===== config.mk =====
export PLATFORM = sky130hd
export DESIGN_NAME = reg_ram_transfer_exec
export DESIGN_NICKNAME = d
export VERILOG_FILES = /design/src/verilog/xfer_pkg.sv /design/src/verilog/xfer_dec_if.sv /design/src/verilog/reg_ram_transfer_exec.sv /design/src/verilog/xfer_decoder.sv
export SDC_FILE = /design/constraint.sdc
export NUM_CORES = 1
export LEC_CHECK = 0
export ABC_AREA = 1
export BUFFER_PORTS_ARGS = -buffer_cell sky130_fd_sc_hd__buf_2
export CELL_PAD_IN_SITES_DETAIL_PLACEMENT = 1
export CELL_PAD_IN_SITES_GLOBAL_PLACEMENT = 1
export CORE_MARGIN = 2
export CORE_UTILIZATION = 39
export DETAILED_ROUTE_END_ITERATION = 10
export PLACE_DENSITY = 0.77
export SLEW_MARGIN = 20
export SYNTH_ARGS = -nofsm -noshare
export SYNTH_HDL_FRONTEND = slang
export SYNTH_SLANG_ARGS = --single-unit

===== constraint.sdc =====
create_clock -name mclk -period 2.1 [get_ports mclk]
set_input_delay 0.42 -clock mclk [delete_from_list [all_inputs] [get_ports mclk]]
set_output_delay 0.42 -clock mclk [all_outputs]
set_load 0.01 [all_outputs]

===== src/verilog/xfer_pkg.sv =====
// Purpose: Constants and shared types for the transfer instruction executor.
// Assumes: 10-bit instruction words, 4-bit nibbles, one instruction per cycle.
// Notes: Opcodes are full 10-bit words or upper-bit patterns with an immediate.
package xfer_pkg;
  localparam logic [9:0] OP_ACC_FROM_SECOND   = 10'h01e;
  localparam logic [9:0] OP_SECOND_FROM_ACC   = 10'h00e;
  localparam logic [9:0] OP_ACC_FROM_COLUMN   = 10'h01f;
  localparam logic [9:0] OP_COLUMN_FROM_ACC   = 10'h00c;
  localparam logic [9:0] OP_PAIR_FROM_SEC_ACC = 10'h01a;
  localparam logic [9:0] OP_SEC_ACC_FROM_PAIR = 10'h02a;
  localparam logic [9:0] OP_INDEX_FROM_ACC    = 10'h029;
  localparam logic [9:0] OP_ACC_FROM_INDEX    = 10'h051;
  localparam logic [9:0] OP_ACC_FROM_BANK     = 10'h053;
  localparam logic [9:0] OP_ACC_FROM_ROW      = 10'h052;
  localparam logic [9:0] OP_ACC_FROM_STACK    = 10'h050;
  localparam logic [9:0] OP_INC_COLUMN        = 10'h013;
  localparam logic [9:0] OP_DEC_COLUMN        = 10'h017;
  // Upper bits of immediate forms, then the reset and all-ones values.
  localparam logic [7:0] OPH_LOAD_BANK_IMM    = 8'h12;
  localparam logic [1:0] OPH_LOAD_ROW_COL_IMM = 2'h3;
  localparam logic [5:0] OPH_LOAD_ACC_MEM     = 6'h2c;
  localparam logic [5:0] OPH_SWAP_ACC_MEM     = 6'h2d;
  localparam logic [5:0] OPH_SWAP_DEC         = 6'h2f;
  localparam logic [5:0] OPH_SWAP_INC         = 6'h2e;
  localparam logic [5:0] OPH_STORE_ACC_MEM    = 6'h2b;
  localparam logic [3:0] NIB_RESET            = 4'h0;
  localparam logic [3:0] NIB_ALL_ONES         = 4'hf;
  localparam logic [7:0] PAIR_RESET           = 8'h00;
  localparam logic [2:0] IDX_RESET            = 3'h0;
  localparam logic [1:0] BANK_RESET           = 2'h0;

  typedef enum logic [3:0] {
    COL_HOLD = 4'b0000,
    COL_INC  = 4'b0001,
    COL_DEC  = 4'b0010,
    COL_ACC  = 4'b0011,
    COL_IMM  = 4'b0100
  } col_op_e;
endpackage


===== src/verilog/xfer_dec_if.sv =====
// Purpose: Carries decoded control from the decoder to the executor.
// Assumes: Purely combinational content, one instruction per cycle.
// Notes: The decoder drives everything, the executor only reads.
interface xfer_dec_if;
  logic                  acc_from_second;
  logic                  second_from_acc;
  logic                  acc_from_column;
  logic                  pair_from_second_acc;
  logic                  second_acc_from_pair;
  logic                  index_from_acc;
  logic                  acc_from_index;
  logic                  acc_from_bank;
  logic                  acc_from_row;
  logic                  acc_from_stack_ptr;
  logic                  load_row_col_imm;
  logic                  load_bank_imm;
  logic                  load_acc_from_mem;
  logic                  swap_acc_mem;
  logic                  store_acc_to_mem;
  logic                  row_xor;
  xfer_pkg::col_op_e     col_op;
  modport dec (output acc_from_second, second_from_acc, acc_from_column,
               pair_from_second_acc, second_acc_from_pair, index_from_acc,
               acc_from_index, acc_from_bank, acc_from_row, acc_from_stack_ptr,
               load_row_col_imm, load_bank_imm, load_acc_from_mem, swap_acc_mem,
               store_acc_to_mem, row_xor, col_op);
  modport exe (input acc_from_second, second_from_acc, acc_from_column,
               pair_from_second_acc, second_acc_from_pair, index_from_acc,
               acc_from_index, acc_from_bank, acc_from_row, acc_from_stack_ptr,
               load_row_col_imm, load_bank_imm, load_acc_from_mem, swap_acc_mem,
               store_acc_to_mem, row_xor, col_op);
endinterface


===== src/verilog/reg_ram_transfer_exec.sv =====
// Purpose: Executes register, RAM-address and RAM-to-register transfers.
// Assumes: One instruction per mclk cycle when exec is high; memory read data
//          is combinational for the current data pointer.
// Notes: Skips asked by this block go out as a one-cycle skip_next pulse.

// Overview of operation
// - Bank register into accumulator low bits, upper cleared.
// - Stack pointer into accumulator low bits, bit3 cleared.
// - Immediate load of row and column registers.
// - Immediate load of two-bit bank register.
// - Increment column register, wrapping.
// - Decrement column register, wrapping.
// - Memory into accumulator, row XOR immediate.
// - Swap accumulator and memory, row XOR immediate.
// - Swap, row XOR, then decrement column.
// - Swap, row XOR, then increment column.
// - Accumulator into memory, row XOR immediate.
// - Accumulator to second, accumulator unchanged.
// - Column to accumulator and back.
// - Column loaded from accumulator.
// - Pair gets second high, accumulator low.
// - Pair splits into second and accumulator.
// - Accumulator low three bits into index register.
// - Skip next when incremented column is zero.
// - Skip next when decremented column is fifteen.
// - Consecutive row-column loads: only first executes.
module reg_ram_transfer_exec (
  input  wire logic       mclk,
  input  wire logic       rst_n,
  input  wire logic [9:0] instr,
  input  wire logic       exec,
  input  wire logic       skipped,
  input  wire logic [2:0] stack_pointer,
  input  wire logic [3:0] mem_rdata,
  output logic      [3:0] acc,
  output logic      [3:0] second,
  output logic      [3:0] row,
  output logic      [3:0] column,
  output logic      [1:0] bank,
  output logic      [2:0] index,
  output logic      [7:0] pair,
  output logic      [3:0] mem_wdata,
  output logic            mem_we,
  output logic            skip_next
);
  typedef struct packed {
    logic [3:0] acc;
    logic [3:0] second;
    logic [3:0] row;
    logic [3:0] column;
    logic [1:0] bank;
    logic [2:0] index;
    logic [7:0] pair;
    logic [3:0] wdata;
    logic       we;
    logic       skip;
    logic       last_row_col;
  } state_s;

  state_s     r;
  state_s     nxt;
  logic       run;
  logic       run_gated;
  logic [3:0] imm;

  xfer_dec_if d ();

  // An instruction already flagged as skipped changes no register here, but it clears the row-column chain flag.
  assign run = exec && !skipped;
  // A row-column load directly after another one is treated as skipped.
  assign run_gated = run
                     && !(r.last_row_col && instr[9:8] == xfer_pkg::OPH_LOAD_ROW_COL_IMM);
  assign imm = instr[3:0];

  xfer_decoder u_dec (
    .instr (instr),
    .exec  (run_gated),
    .d     (d)
  );

  always_comb
  begin
    nxt = r;
    nxt.we = 1'b0;
    nxt.skip = 1'b0;
    // The chain flag follows every executed or suppressed word in the run.
    if (exec)
      nxt.last_row_col = instr[9:8] == xfer_pkg::OPH_LOAD_ROW_COL_IMM && !skipped;
    if (exec && !skipped && r.last_row_col && instr[9:8] == xfer_pkg::OPH_LOAD_ROW_COL_IMM)
      nxt.last_row_col = 1'b1;
    // All updates of one word land at the same edge.
    if (d.acc_from_second)
      nxt.acc = r.second;
    if (d.second_from_acc)
      nxt.second = r.acc;
    if (d.acc_from_column)
      nxt.acc = r.column;
    if (d.pair_from_second_acc)
      nxt.pair = {r.second, r.acc};
    if (d.second_acc_from_pair)
    begin
      nxt.second = r.pair[7:4];
      nxt.acc = r.pair[3:0];
    end
    if (d.index_from_acc)
      nxt.index = r.acc[2:0];
    if (d.acc_from_index)
      nxt.acc = {1'b0, r.index};
    if (d.acc_from_bank)
      nxt.acc = {2'b00, r.bank};
    if (d.acc_from_row)
      nxt.acc = r.row;
    if (d.acc_from_stack_ptr)
      nxt.acc = {1'b0, stack_pointer};
    if (d.load_row_col_imm)
      nxt.row = instr[7:4];
    if (d.load_bank_imm)
      nxt.bank = instr[1:0];
    if (d.load_acc_from_mem || d.swap_acc_mem)
      nxt.acc = mem_rdata;
    if (d.swap_acc_mem || d.store_acc_to_mem)
    begin
      nxt.wdata = r.acc;
      nxt.we = 1'b1;
    end
    if (d.row_xor)
      nxt.row = r.row ^ imm;
    case (d.col_op)
      xfer_pkg::COL_IMM:
        nxt.column = instr[3:0];
      xfer_pkg::COL_ACC:
        nxt.column = r.acc;
      xfer_pkg::COL_INC:
      begin
        nxt.column = r.column + 4'h1;
        nxt.skip = (r.column + 4'h1) == xfer_pkg::NIB_RESET;
      end
      xfer_pkg::COL_DEC:
      begin
        nxt.column = r.column - 4'h1;
        nxt.skip = (r.column - 4'h1) == xfer_pkg::NIB_ALL_ONES;
      end
      default:
        nxt.column = r.column;
    endcase
    if (!rst_n)
    begin
      nxt.acc = xfer_pkg::NIB_RESET;
      nxt.second = xfer_pkg::NIB_RESET;
      nxt.row = xfer_pkg::NIB_RESET;
      nxt.column = xfer_pkg::NIB_RESET;
      nxt.bank = xfer_pkg::BANK_RESET;
      nxt.index = xfer_pkg::IDX_RESET;
      nxt.pair = xfer_pkg::PAIR_RESET;
      nxt.wdata = xfer_pkg::NIB_RESET;
      nxt.we = 1'b0;
      nxt.skip = 1'b0;
      nxt.last_row_col = 1'b0;
    end
  end

  always_ff @(posedge mclk)
  begin
    r <= nxt;
  end

  assign acc = r.acc;
  assign second = r.second;
  assign row = r.row;
  assign column = r.column;
  assign bank = r.bank;
  assign index = r.index;
  assign pair = r.pair;
  assign mem_wdata = r.wdata;
  assign mem_we = r.we;
  assign skip_next = r.skip;

  logic live;
  assign live = rst_n && exec && !skipped;

  bank_to_acc_a: assert property (@(posedge mclk) disable iff (!rst_n)
    live && instr == 10'h053 |=> acc == {2'b00, $past(bank)})
    else $error("bank copy into accumulator wrong");
  stack_to_acc_a: assert property (@(posedge mclk) disable iff (!rst_n)
    live && instr == 10'h050 |=> acc == {1'b0, $past(stack_pointer)})
    else $error("stack pointer copy into accumulator wrong");
  bank_imm_a: assert property (@(posedge mclk) disable iff (!rst_n)
    live && instr[9:2] == 8'h12 |=> bank == $past(instr[1:0]))
    else $error("bank immediate load wrong");
  inc_skip_a: assert property (@(posedge mclk) disable iff (!rst_n)
    live && instr == 10'h013 |=> column == $past(column) + 4'h1
      && skip_next == (column == 4'h0))
    else $error("column increment or its skip wrong");
  dec_skip_a: assert property (@(posedge mclk) disable iff (!rst_n)
    live && instr == 10'h017 |=> column == $past(column) - 4'h1
      && skip_next == (column == 4'hf))
    else $error("column decrement or its skip wrong");
  mem_load_a: assert property (@(posedge mclk) disable iff (!rst_n)
    live && instr[9:4] == 6'h2c |=> acc == $past(mem_rdata)
      && row == ($past(row) ^ $past(instr[3:0])) && !mem_we)
    else $error("memory load or row xor wrong");
  swap_mem_a: assert property (@(posedge mclk) disable iff (!rst_n)
    live && instr[9:4] == 6'h2d |=> acc == $past(mem_rdata)
      && mem_we && mem_wdata == $past(acc))
    else $error("accumulator memory swap wrong");
  store_mem_a: assert property (@(posedge mclk) disable iff (!rst_n)
    live && instr[9:4] == 6'h2b |=> mem_we && mem_wdata == $past(acc)
      && acc == $past(acc))
    else $error("accumulator store wrong");
  pair_load_a: assert property (@(posedge mclk) disable iff (!rst_n)
    live && instr == 10'h01a |=> pair == {$past(second), $past(acc)})
    else $error("pair load wrong");
  pair_unload_a: assert property (@(posedge mclk) disable iff (!rst_n)
    live && instr == 10'h02a |=> {second, acc} == $past(pair))
    else $error("pair unload wrong");
  index_load_a: assert property (@(posedge mclk) disable iff (!rst_n)
    live && instr == 10'h029 |=> index == $past(acc[2:0]))
    else $error("index load wrong");
  row_col_chain_a: assert property (@(posedge mclk) disable iff (!rst_n)
    live && instr[9:8] == 2'h3 ##1 live && instr[9:8] == 2'h3
      |=> row == $past(row, 1) && column == $past(column, 1))
    else $error("chained row column load executed");

  // Word classes and a register snapshot used by the checks below.
  logic        mem_word;
  logic        step_word;
  logic [28:0] regs_now;
  assign mem_word = live && (instr[9:4] == xfer_pkg::OPH_STORE_ACC_MEM
                    || instr[9:4] == xfer_pkg::OPH_SWAP_ACC_MEM
                    || instr[9:4] == xfer_pkg::OPH_SWAP_DEC
                    || instr[9:4] == xfer_pkg::OPH_SWAP_INC);
  assign step_word = live && (instr == xfer_pkg::OP_INC_COLUMN
                     || instr == xfer_pkg::OP_DEC_COLUMN
                     || instr[9:4] == xfer_pkg::OPH_SWAP_DEC
                     || instr[9:4] == xfer_pkg::OPH_SWAP_INC);
  assign regs_now = {acc, second, row, column, bank, index, pair};

  // Immediate loads and the memory words that also move the row or column.
  row_col_imm_a: assert property (@(posedge mclk) disable iff (!rst_n)
    live && instr[9:8] == xfer_pkg::OPH_LOAD_ROW_COL_IMM && !r.last_row_col
      |=> row == $past(instr[7:4]) && column == $past(instr[3:0]))
    else $error("row column immediate load wrong");

  row_col_run_a: assert property (@(posedge mclk) disable iff (!rst_n)
    live && instr[9:8] == xfer_pkg::OPH_LOAD_ROW_COL_IMM
      ##1 live && instr[9:8] == xfer_pkg::OPH_LOAD_ROW_COL_IMM
      ##1 live && instr[9:8] == xfer_pkg::OPH_LOAD_ROW_COL_IMM
      |=> row == $past(row, 2) && column == $past(column, 2))
    else $error("later row column load in a run executed");

  swap_row_a: assert property (@(posedge mclk) disable iff (!rst_n)
    live && instr[9:4] == xfer_pkg::OPH_SWAP_ACC_MEM
      |=> row == ($past(row) ^ $past(instr[3:0])) && !skip_next)
    else $error("row xor after swap wrong");

  store_row_a: assert property (@(posedge mclk) disable iff (!rst_n)
    live && instr[9:4] == xfer_pkg::OPH_STORE_ACC_MEM
      |=> row == ($past(row) ^ $past(instr[3:0])))
    else $error("row xor after store wrong");

  swap_dec_a: assert property (@(posedge mclk) disable iff (!rst_n)
    live && instr[9:4] == xfer_pkg::OPH_SWAP_DEC
      |=> acc == $past(mem_rdata) && mem_we && mem_wdata == $past(acc)
      && row == ($past(row) ^ $past(instr[3:0])) && column == $past(column) - 4'h1)
    else $error("swap with column decrement wrong");

  swap_dec_skip_a: assert property (@(posedge mclk) disable iff (!rst_n)
    live && instr[9:4] == xfer_pkg::OPH_SWAP_DEC
      |=> skip_next == (column == 4'hf))
    else $error("skip after swap with decrement wrong");

  swap_inc_a: assert property (@(posedge mclk) disable iff (!rst_n)
    live && instr[9:4] == xfer_pkg::OPH_SWAP_INC
      |=> acc == $past(mem_rdata) && mem_we && mem_wdata == $past(acc)
      && row == ($past(row) ^ $past(instr[3:0])) && column == $past(column) + 4'h1)
    else $error("swap with column increment wrong");

  swap_inc_skip_a: assert property (@(posedge mclk) disable iff (!rst_n)
    live && instr[9:4] == xfer_pkg::OPH_SWAP_INC
      |=> skip_next == (column == 4'h0))
    else $error("skip after swap with increment wrong");

  // Plain register copies.
  second_to_acc_a: assert property (@(posedge mclk) disable iff (!rst_n)
    live && instr == xfer_pkg::OP_ACC_FROM_SECOND
      |=> acc == $past(second) && second == $past(second))
    else $error("second copy into accumulator wrong");

  acc_to_second_a: assert property (@(posedge mclk) disable iff (!rst_n)
    live && instr == xfer_pkg::OP_SECOND_FROM_ACC
      |=> second == $past(acc) && acc == $past(acc))
    else $error("accumulator copy into second wrong");

  column_to_acc_a: assert property (@(posedge mclk) disable iff (!rst_n)
    live && instr == xfer_pkg::OP_ACC_FROM_COLUMN
      |=> acc == $past(column) && column == $past(column))
    else $error("column copy into accumulator wrong");

  acc_to_column_a: assert property (@(posedge mclk) disable iff (!rst_n)
    live && instr == xfer_pkg::OP_COLUMN_FROM_ACC
      |=> column == $past(acc) && acc == $past(acc))
    else $error("accumulator copy into column wrong");

  row_to_acc_a: assert property (@(posedge mclk) disable iff (!rst_n)
    live && instr == xfer_pkg::OP_ACC_FROM_ROW
      |=> acc == $past(row))
    else $error("row copy into accumulator wrong");

  index_to_acc_a: assert property (@(posedge mclk) disable iff (!rst_n)
    live && instr == xfer_pkg::OP_ACC_FROM_INDEX
      |=> acc == {1'b0, $past(index)})
    else $error("index copy into accumulator wrong");

  // Words that must leave a register alone, the write and skip sources, and reset clearing.
  skipped_word_a: assert property (@(posedge mclk) disable iff (!rst_n)
    rst_n && exec && skipped
      |=> regs_now == $past(regs_now) && !mem_we && !skip_next)
    else $error("skipped word changed state");

  idle_hold_a: assert property (@(posedge mclk) disable iff (!rst_n)
    rst_n && !exec
      |=> regs_now == $past(regs_now) && !mem_we && !skip_next)
    else $error("idle cycle changed state");

  we_source_a: assert property (@(posedge mclk) disable iff (!rst_n)
    rst_n && !mem_word
      |=> !mem_we && mem_wdata == $past(mem_wdata))
    else $error("memory write without a store or swap");

  skip_source_a: assert property (@(posedge mclk) disable iff (!rst_n)
    rst_n && !step_word |=> !skip_next)
    else $error("skip request without a column step");

  reset_clear_a: assert property (@(posedge mclk)
    !rst_n
      |=> regs_now == 29'h0000_0000 && mem_wdata == 4'h0 && !mem_we && !skip_next)
    else $error("reset left a register set");

  pair_hold_a: assert property (@(posedge mclk) disable iff (!rst_n)
    rst_n && !(live && instr == xfer_pkg::OP_PAIR_FROM_SEC_ACC)
      |=> pair == $past(pair))
    else $error("pair changed without a pair load");

  index_hold_a: assert property (@(posedge mclk) disable iff (!rst_n)
    rst_n && !(live && instr == xfer_pkg::OP_INDEX_FROM_ACC)
      |=> index == $past(index))
    else $error("index changed without an index load");

  bank_hold_a: assert property (@(posedge mclk) disable iff (!rst_n)
    rst_n && !(live && instr[9:2] == xfer_pkg::OPH_LOAD_BANK_IMM)
      |=> bank == $past(bank))
    else $error("bank changed without a bank load");

  second_hold_a: assert property (@(posedge mclk) disable iff (!rst_n)
    rst_n && !(live && (instr == xfer_pkg::OP_SECOND_FROM_ACC
      || instr == xfer_pkg::OP_SEC_ACC_FROM_PAIR))
      |=> second == $past(second))
    else $error("second changed without a load");
endmodule


===== src/verilog/xfer_decoder.sv =====
// Purpose: Decodes one 10-bit instruction word into transfer controls.
// Assumes: The word is valid only when exec is high.
// Notes: Unknown words decode to no operation.
module xfer_decoder (
  input  wire logic [9:0] instr,
  input  wire logic       exec,
  xfer_dec_if.dec         d
);
  always_comb
  begin
    d.acc_from_second      = exec && instr == xfer_pkg::OP_ACC_FROM_SECOND;
    d.second_from_acc      = exec && instr == xfer_pkg::OP_SECOND_FROM_ACC;
    d.acc_from_column      = exec && instr == xfer_pkg::OP_ACC_FROM_COLUMN;
    d.pair_from_second_acc = exec && instr == xfer_pkg::OP_PAIR_FROM_SEC_ACC;
    d.second_acc_from_pair = exec && instr == xfer_pkg::OP_SEC_ACC_FROM_PAIR;
    d.index_from_acc       = exec && instr == xfer_pkg::OP_INDEX_FROM_ACC;
    d.acc_from_index       = exec && instr == xfer_pkg::OP_ACC_FROM_INDEX;
    d.acc_from_bank        = exec && instr == xfer_pkg::OP_ACC_FROM_BANK;
    d.acc_from_row         = exec && instr == xfer_pkg::OP_ACC_FROM_ROW;
    d.acc_from_stack_ptr   = exec && instr == xfer_pkg::OP_ACC_FROM_STACK;
    d.load_row_col_imm     = exec && instr[9:8] == xfer_pkg::OPH_LOAD_ROW_COL_IMM;
    d.load_bank_imm        = exec && instr[9:2] == xfer_pkg::OPH_LOAD_BANK_IMM;
    d.load_acc_from_mem    = exec && instr[9:4] == xfer_pkg::OPH_LOAD_ACC_MEM;
    d.store_acc_to_mem     = exec && instr[9:4] == xfer_pkg::OPH_STORE_ACC_MEM;
    d.swap_acc_mem         = exec && (instr[9:4] == xfer_pkg::OPH_SWAP_ACC_MEM
                             || instr[9:4] == xfer_pkg::OPH_SWAP_DEC
                             || instr[9:4] == xfer_pkg::OPH_SWAP_INC);
    d.row_xor              = d.load_acc_from_mem || d.store_acc_to_mem || d.swap_acc_mem;
    d.col_op               = xfer_pkg::COL_HOLD;
    if (d.load_row_col_imm)
      d.col_op = xfer_pkg::COL_IMM;
    else if (exec && instr == xfer_pkg::OP_COLUMN_FROM_ACC)
      d.col_op = xfer_pkg::COL_ACC;
    else if (exec && (instr == xfer_pkg::OP_INC_COLUMN
             || instr[9:4] == xfer_pkg::OPH_SWAP_INC))
      d.col_op = xfer_pkg::COL_INC;
    else if (exec && (instr == xfer_pkg::OP_DEC_COLUMN
             || instr[9:4] == xfer_pkg::OPH_SWAP_DEC))
      d.col_op = xfer_pkg::COL_DEC;
  end
endmodule


==> flow_summary.json <==
{
  "wl_per_cell_um": 15.7,
  "multi_input_area_sq_um": 1430,
  "core-area_sq_um": 6680,
  "cp-start-kind": "register",
  "cts_tree": "done",
  "hold_viol": 0,
  "power_density_nw_per_um2": 488,
  "intPower_w": 0.00104,
  "num_antenna_cells": 0,
  "synth_nets": 419,
  "slowest_stage": "dfxtp_1",
  "grt_pass1_vias": 2655,
  "endpoint_kind": "register",
  "placement.io_buffers": 55,
  "post_cts_buffers": 0,
  "tightest_slew_ns": 0.632,
  "insertion_delay_ns": 0.30,
  "rsz0062_at_grt": "false",
  "slew_headroom": 0.578,
  "max_freq_ghz": 0.567,
  "instances_no_fill": 511,
  "path_class": "reg -> reg",
  "ir_worst_vdd_mv": 0.200,
  "postRouteAntennaNets": 0,
  "cts.path.max_buffers": 2,
  "hold_buffers": 0,
  "cp.required_ns": 2.30,
  "clock_sinks": 36,
  "yosys_warnings": 0,
  "wirelength_um": 8000,
  "finalSetupViolCount": 0,
  "final.period_utilization": 0.840,
  "track_usage": 0.224,
  "fillCellCount": 900,
  "period_needed_ns": 1.76,
  "drt-vias-per-instance": 5.13,
  "synth_cell_types": 43,
  "ctsResizeCount": 0,
  "io_pins": 56,
  "netSwitchingPower_w": 0.000394,
  "seq_area_sq_um": 721,
  "grt-ovfl-total": 0,
  "dieArea_sq_um": 7490,
  "reg2reg_slack_ns": 0.34,
  "areaGrowthSynthToFinish_pct": 10.7,
  "rows": 30,
  "drv_slew": 0,
  "status": "completed",
  "clkPwrFrac": 0.391,
  "syn_area_per_cell_sq_um": 6.75,
  "crit_buf_inv": 5,
  "switching_share": 0.274,
  "maxCapViolCount": 0,
  "seq_area_frac_synth": 0.271,
  "crit_fanout": 7,
  "path_cells": "nand3_2, nand2_4, buf_4, inv_2, nand3_2, inv_2, nor3_4, nand2_2, o21ai_1, inv_1, nand2_1, inv_1",
  "critPathTopFamily": "simple AND/OR/NAND/NOR gates",
  "final_nets": 456,
  "leakagePower_nw": 1.49,
  "cts_root_buffer": "clkbuf_8",
  "power_frac_seq": 0.487,
  "fin_setup_tns_ns": 0,
  "worst_path_largest_cell_delay_ns": 0.37,
  "drc_errors": 0,
  "vias": 2622,
  "place.gp.congestion": 0.859,
  "synth_cells": 394,
  "die_x_um": 86.6,
  "drtIter0Drc": 100,
  "antenna_found_initial": 0,
  "htree_levels": 2,
  "fin_skew_ns": 0.0120,
  "first_pass_iters": 4,
  "synthesis.area_sq_um": 2660,
  "layout-drive-gt1-share": 0.285,
  "hpwl_um": 6480,
  "ys_ff_latch": 36,
  "pwr-share-comb": 0.121,
  "grt_pass1_wl_um": 13100,
  "start_util": 0.398,
  "hp-class": "in -> reg",
  "clk_pin_slew_ns": 0.09,
  "placed_cells": 504,
  "grt_max_degree": 22,
  "die_y_um": 86.6,
  "numCtsBuffers": 5,
  "cp.arrival_ns": 1.96
}
[logic make-up after synthesis]
group | synth area share
AOI/OAI and AO/OA | 0.164
and+or+nand+nor | 0.340
buffers and inverters | 0.193
DFF | 0.271
xor gates and xnor gates | 0.0132
adders and majority gates | 0.0188
[cells in the mapped netlist, drive strengths merged]
| cell | instances | area share |
|---|---|---|
| o21bai | 1 | 0.0028 |
| o31ai | 2 | 0.0075 |
| dfxtp | 36 | 0.27 |
| nand2b | 1 | 0.0024 |
| or2 | 4 | 0.0094 |
| nor3 | 6 | 0.020 |
| nand2 | 87 | 0.14 |
| nor4 | 4 | 0.015 |
| a211oi | 6 | 0.021 |
| nand3 | 29 | 0.058 |
| clkinv | 2 | 0.0028 |
| ha | 4 | 0.019 |
| inv | 55 | 0.078 |
| o22ai | 2 | 0.0047 |
| a22oi | 1 | 0.0028 |
| buf | 36 | 0.11 |
| o21ai | 30 | 0.061 |
| nand4 | 4 | 0.0094 |
| o221ai | 1 | 0.0033 |
| a21oi | 24 | 0.047 |
| clkbuf | 4 | 0.0056 |
| nor2 | 45 | 0.087 |
| a31oi | 5 | 0.012 |
| a21boi | 1 | 0.0028 |
| xor2 | 2 | 0.0066 |
| xnor2 | 2 | 0.0066 |
[worst paths after layout]
check,from,endpoint,cells past startpoint
max,r[0]$_SDFFE_PN0P_,column[1]$_SDFFE_PN0P_,12
min,exec,r[0]$_SDFFE_PN0P_,4
max reg2reg,r[0]$_SDFFE_PN0P_,column[1]$_SDFFE_PN0P_,12
min reg2reg,row[1]$_SDFFE_PN0P_,row[1]$_SDFFE_PN0P_,2
[power groups by stage]
stage,sequential [W],clock [W],combinational [W]
global placement,0.000716,0,0.000170
finish,0.000700,0.000562,0.000175
global route,0.000702,0.000599,0.000192
detailed placement,0.000716,0,0.000173
floorplan,0.000712,0,0.000107
CTS,0.000700,0.000572,0.000175
[state kept, by name, summed over array words and instances, names as in the netlist]
register / count
r: 1
pair: 8
bank: 2
mem_we: 1
second: 4
index: 3
row: 4
mem_wdata: 4
column: 4
acc: 4
skip_next: 1
[layout make-up]
cell class	count	area share
Tap cell	80	0.0340
Clock buffer	7	0.0327
Inverter	57	0.0727
Multi-Input combinational cell	261	0.484
Timing Repair Buffer	70	0.132
Sequential cell	36	0.245
[layout by cell type, fill, tap and decap left out, types with 2 or more instances in the layout]
| cell | count |
|---|---|
| a211oi_2 | 2 |
| ha_1 | 4 |
| xnor2_1 | 2 |
| inv_1 | 42 |
| nor2_4 | 7 |
| nor3_4 | 2 |
| a31oi_1 | 5 |
| dfxtp_1 | 36 |
| a21oi_1 | 23 |
| nand4_1 | 4 |
| nor2_1 | 34 |
| or2_0 | 3 |
| xor2_1 | 2 |
| a211oi_1 | 4 |
| nor2_2 | 4 |
| buf_4 | 15 |
| nand3_2 | 2 |
| nand2_4 | 4 |
| o21ai_0 | 14 |
| clkbuf_8 | 7 |
| inv_2 | 13 |
| nand2_2 | 5 |
| o22ai_1 | 2 |
| nor4_1 | 3 |
| nand2_1 | 78 |
| o21ai_2 | 3 |
| nor3_1 | 4 |
| nand3_1 | 27 |
| buf_2 | 55 |
| clkinv_1 | 2 |
| o21ai_1 | 13 |
[layer usage]
metal | track usage | vias up | part of all wire
li1 | - | 1315 | -
met1 | 0.289 | 1239 | 0.47
met2 | 0.394 | 59 | 0.48
met3 | 0.0305 | 9 | 0.041
met4 | 0.0568 | 0 | 0.014
met5 | 0 | - | 0
[through the flow]
step	total power [W]	hold WS, ns	setup slack [ns]	utilization	cell area [sq um]
2_1_floorplan	0.000819	0.469	0.425	-	2660
3_3_place_gp	0.000885	0.484	0.126	0.426	2850
3_5_place_dp	0.000889	0.503	0.0594	0.426	2850
4_1_cts	0.00145	0.419	0.333	0.441	2940
5_1_grt	0.00149	0.448	0.167	0.441	2940
6_report	0.00144	0.421	0.335	0.441	2940
[worst reg2reg max path: cells and delay by family, from the launching register on]
kind | cells | cell delay [ns]
and+or+nand+nor | 6 | 0.75
buffers and inverters | 5 | 0.39
DFF | 1 | 0.37
AOI/OAI and AO/OA | 1 | 0.15
Power figures use the tool's default switching activity.
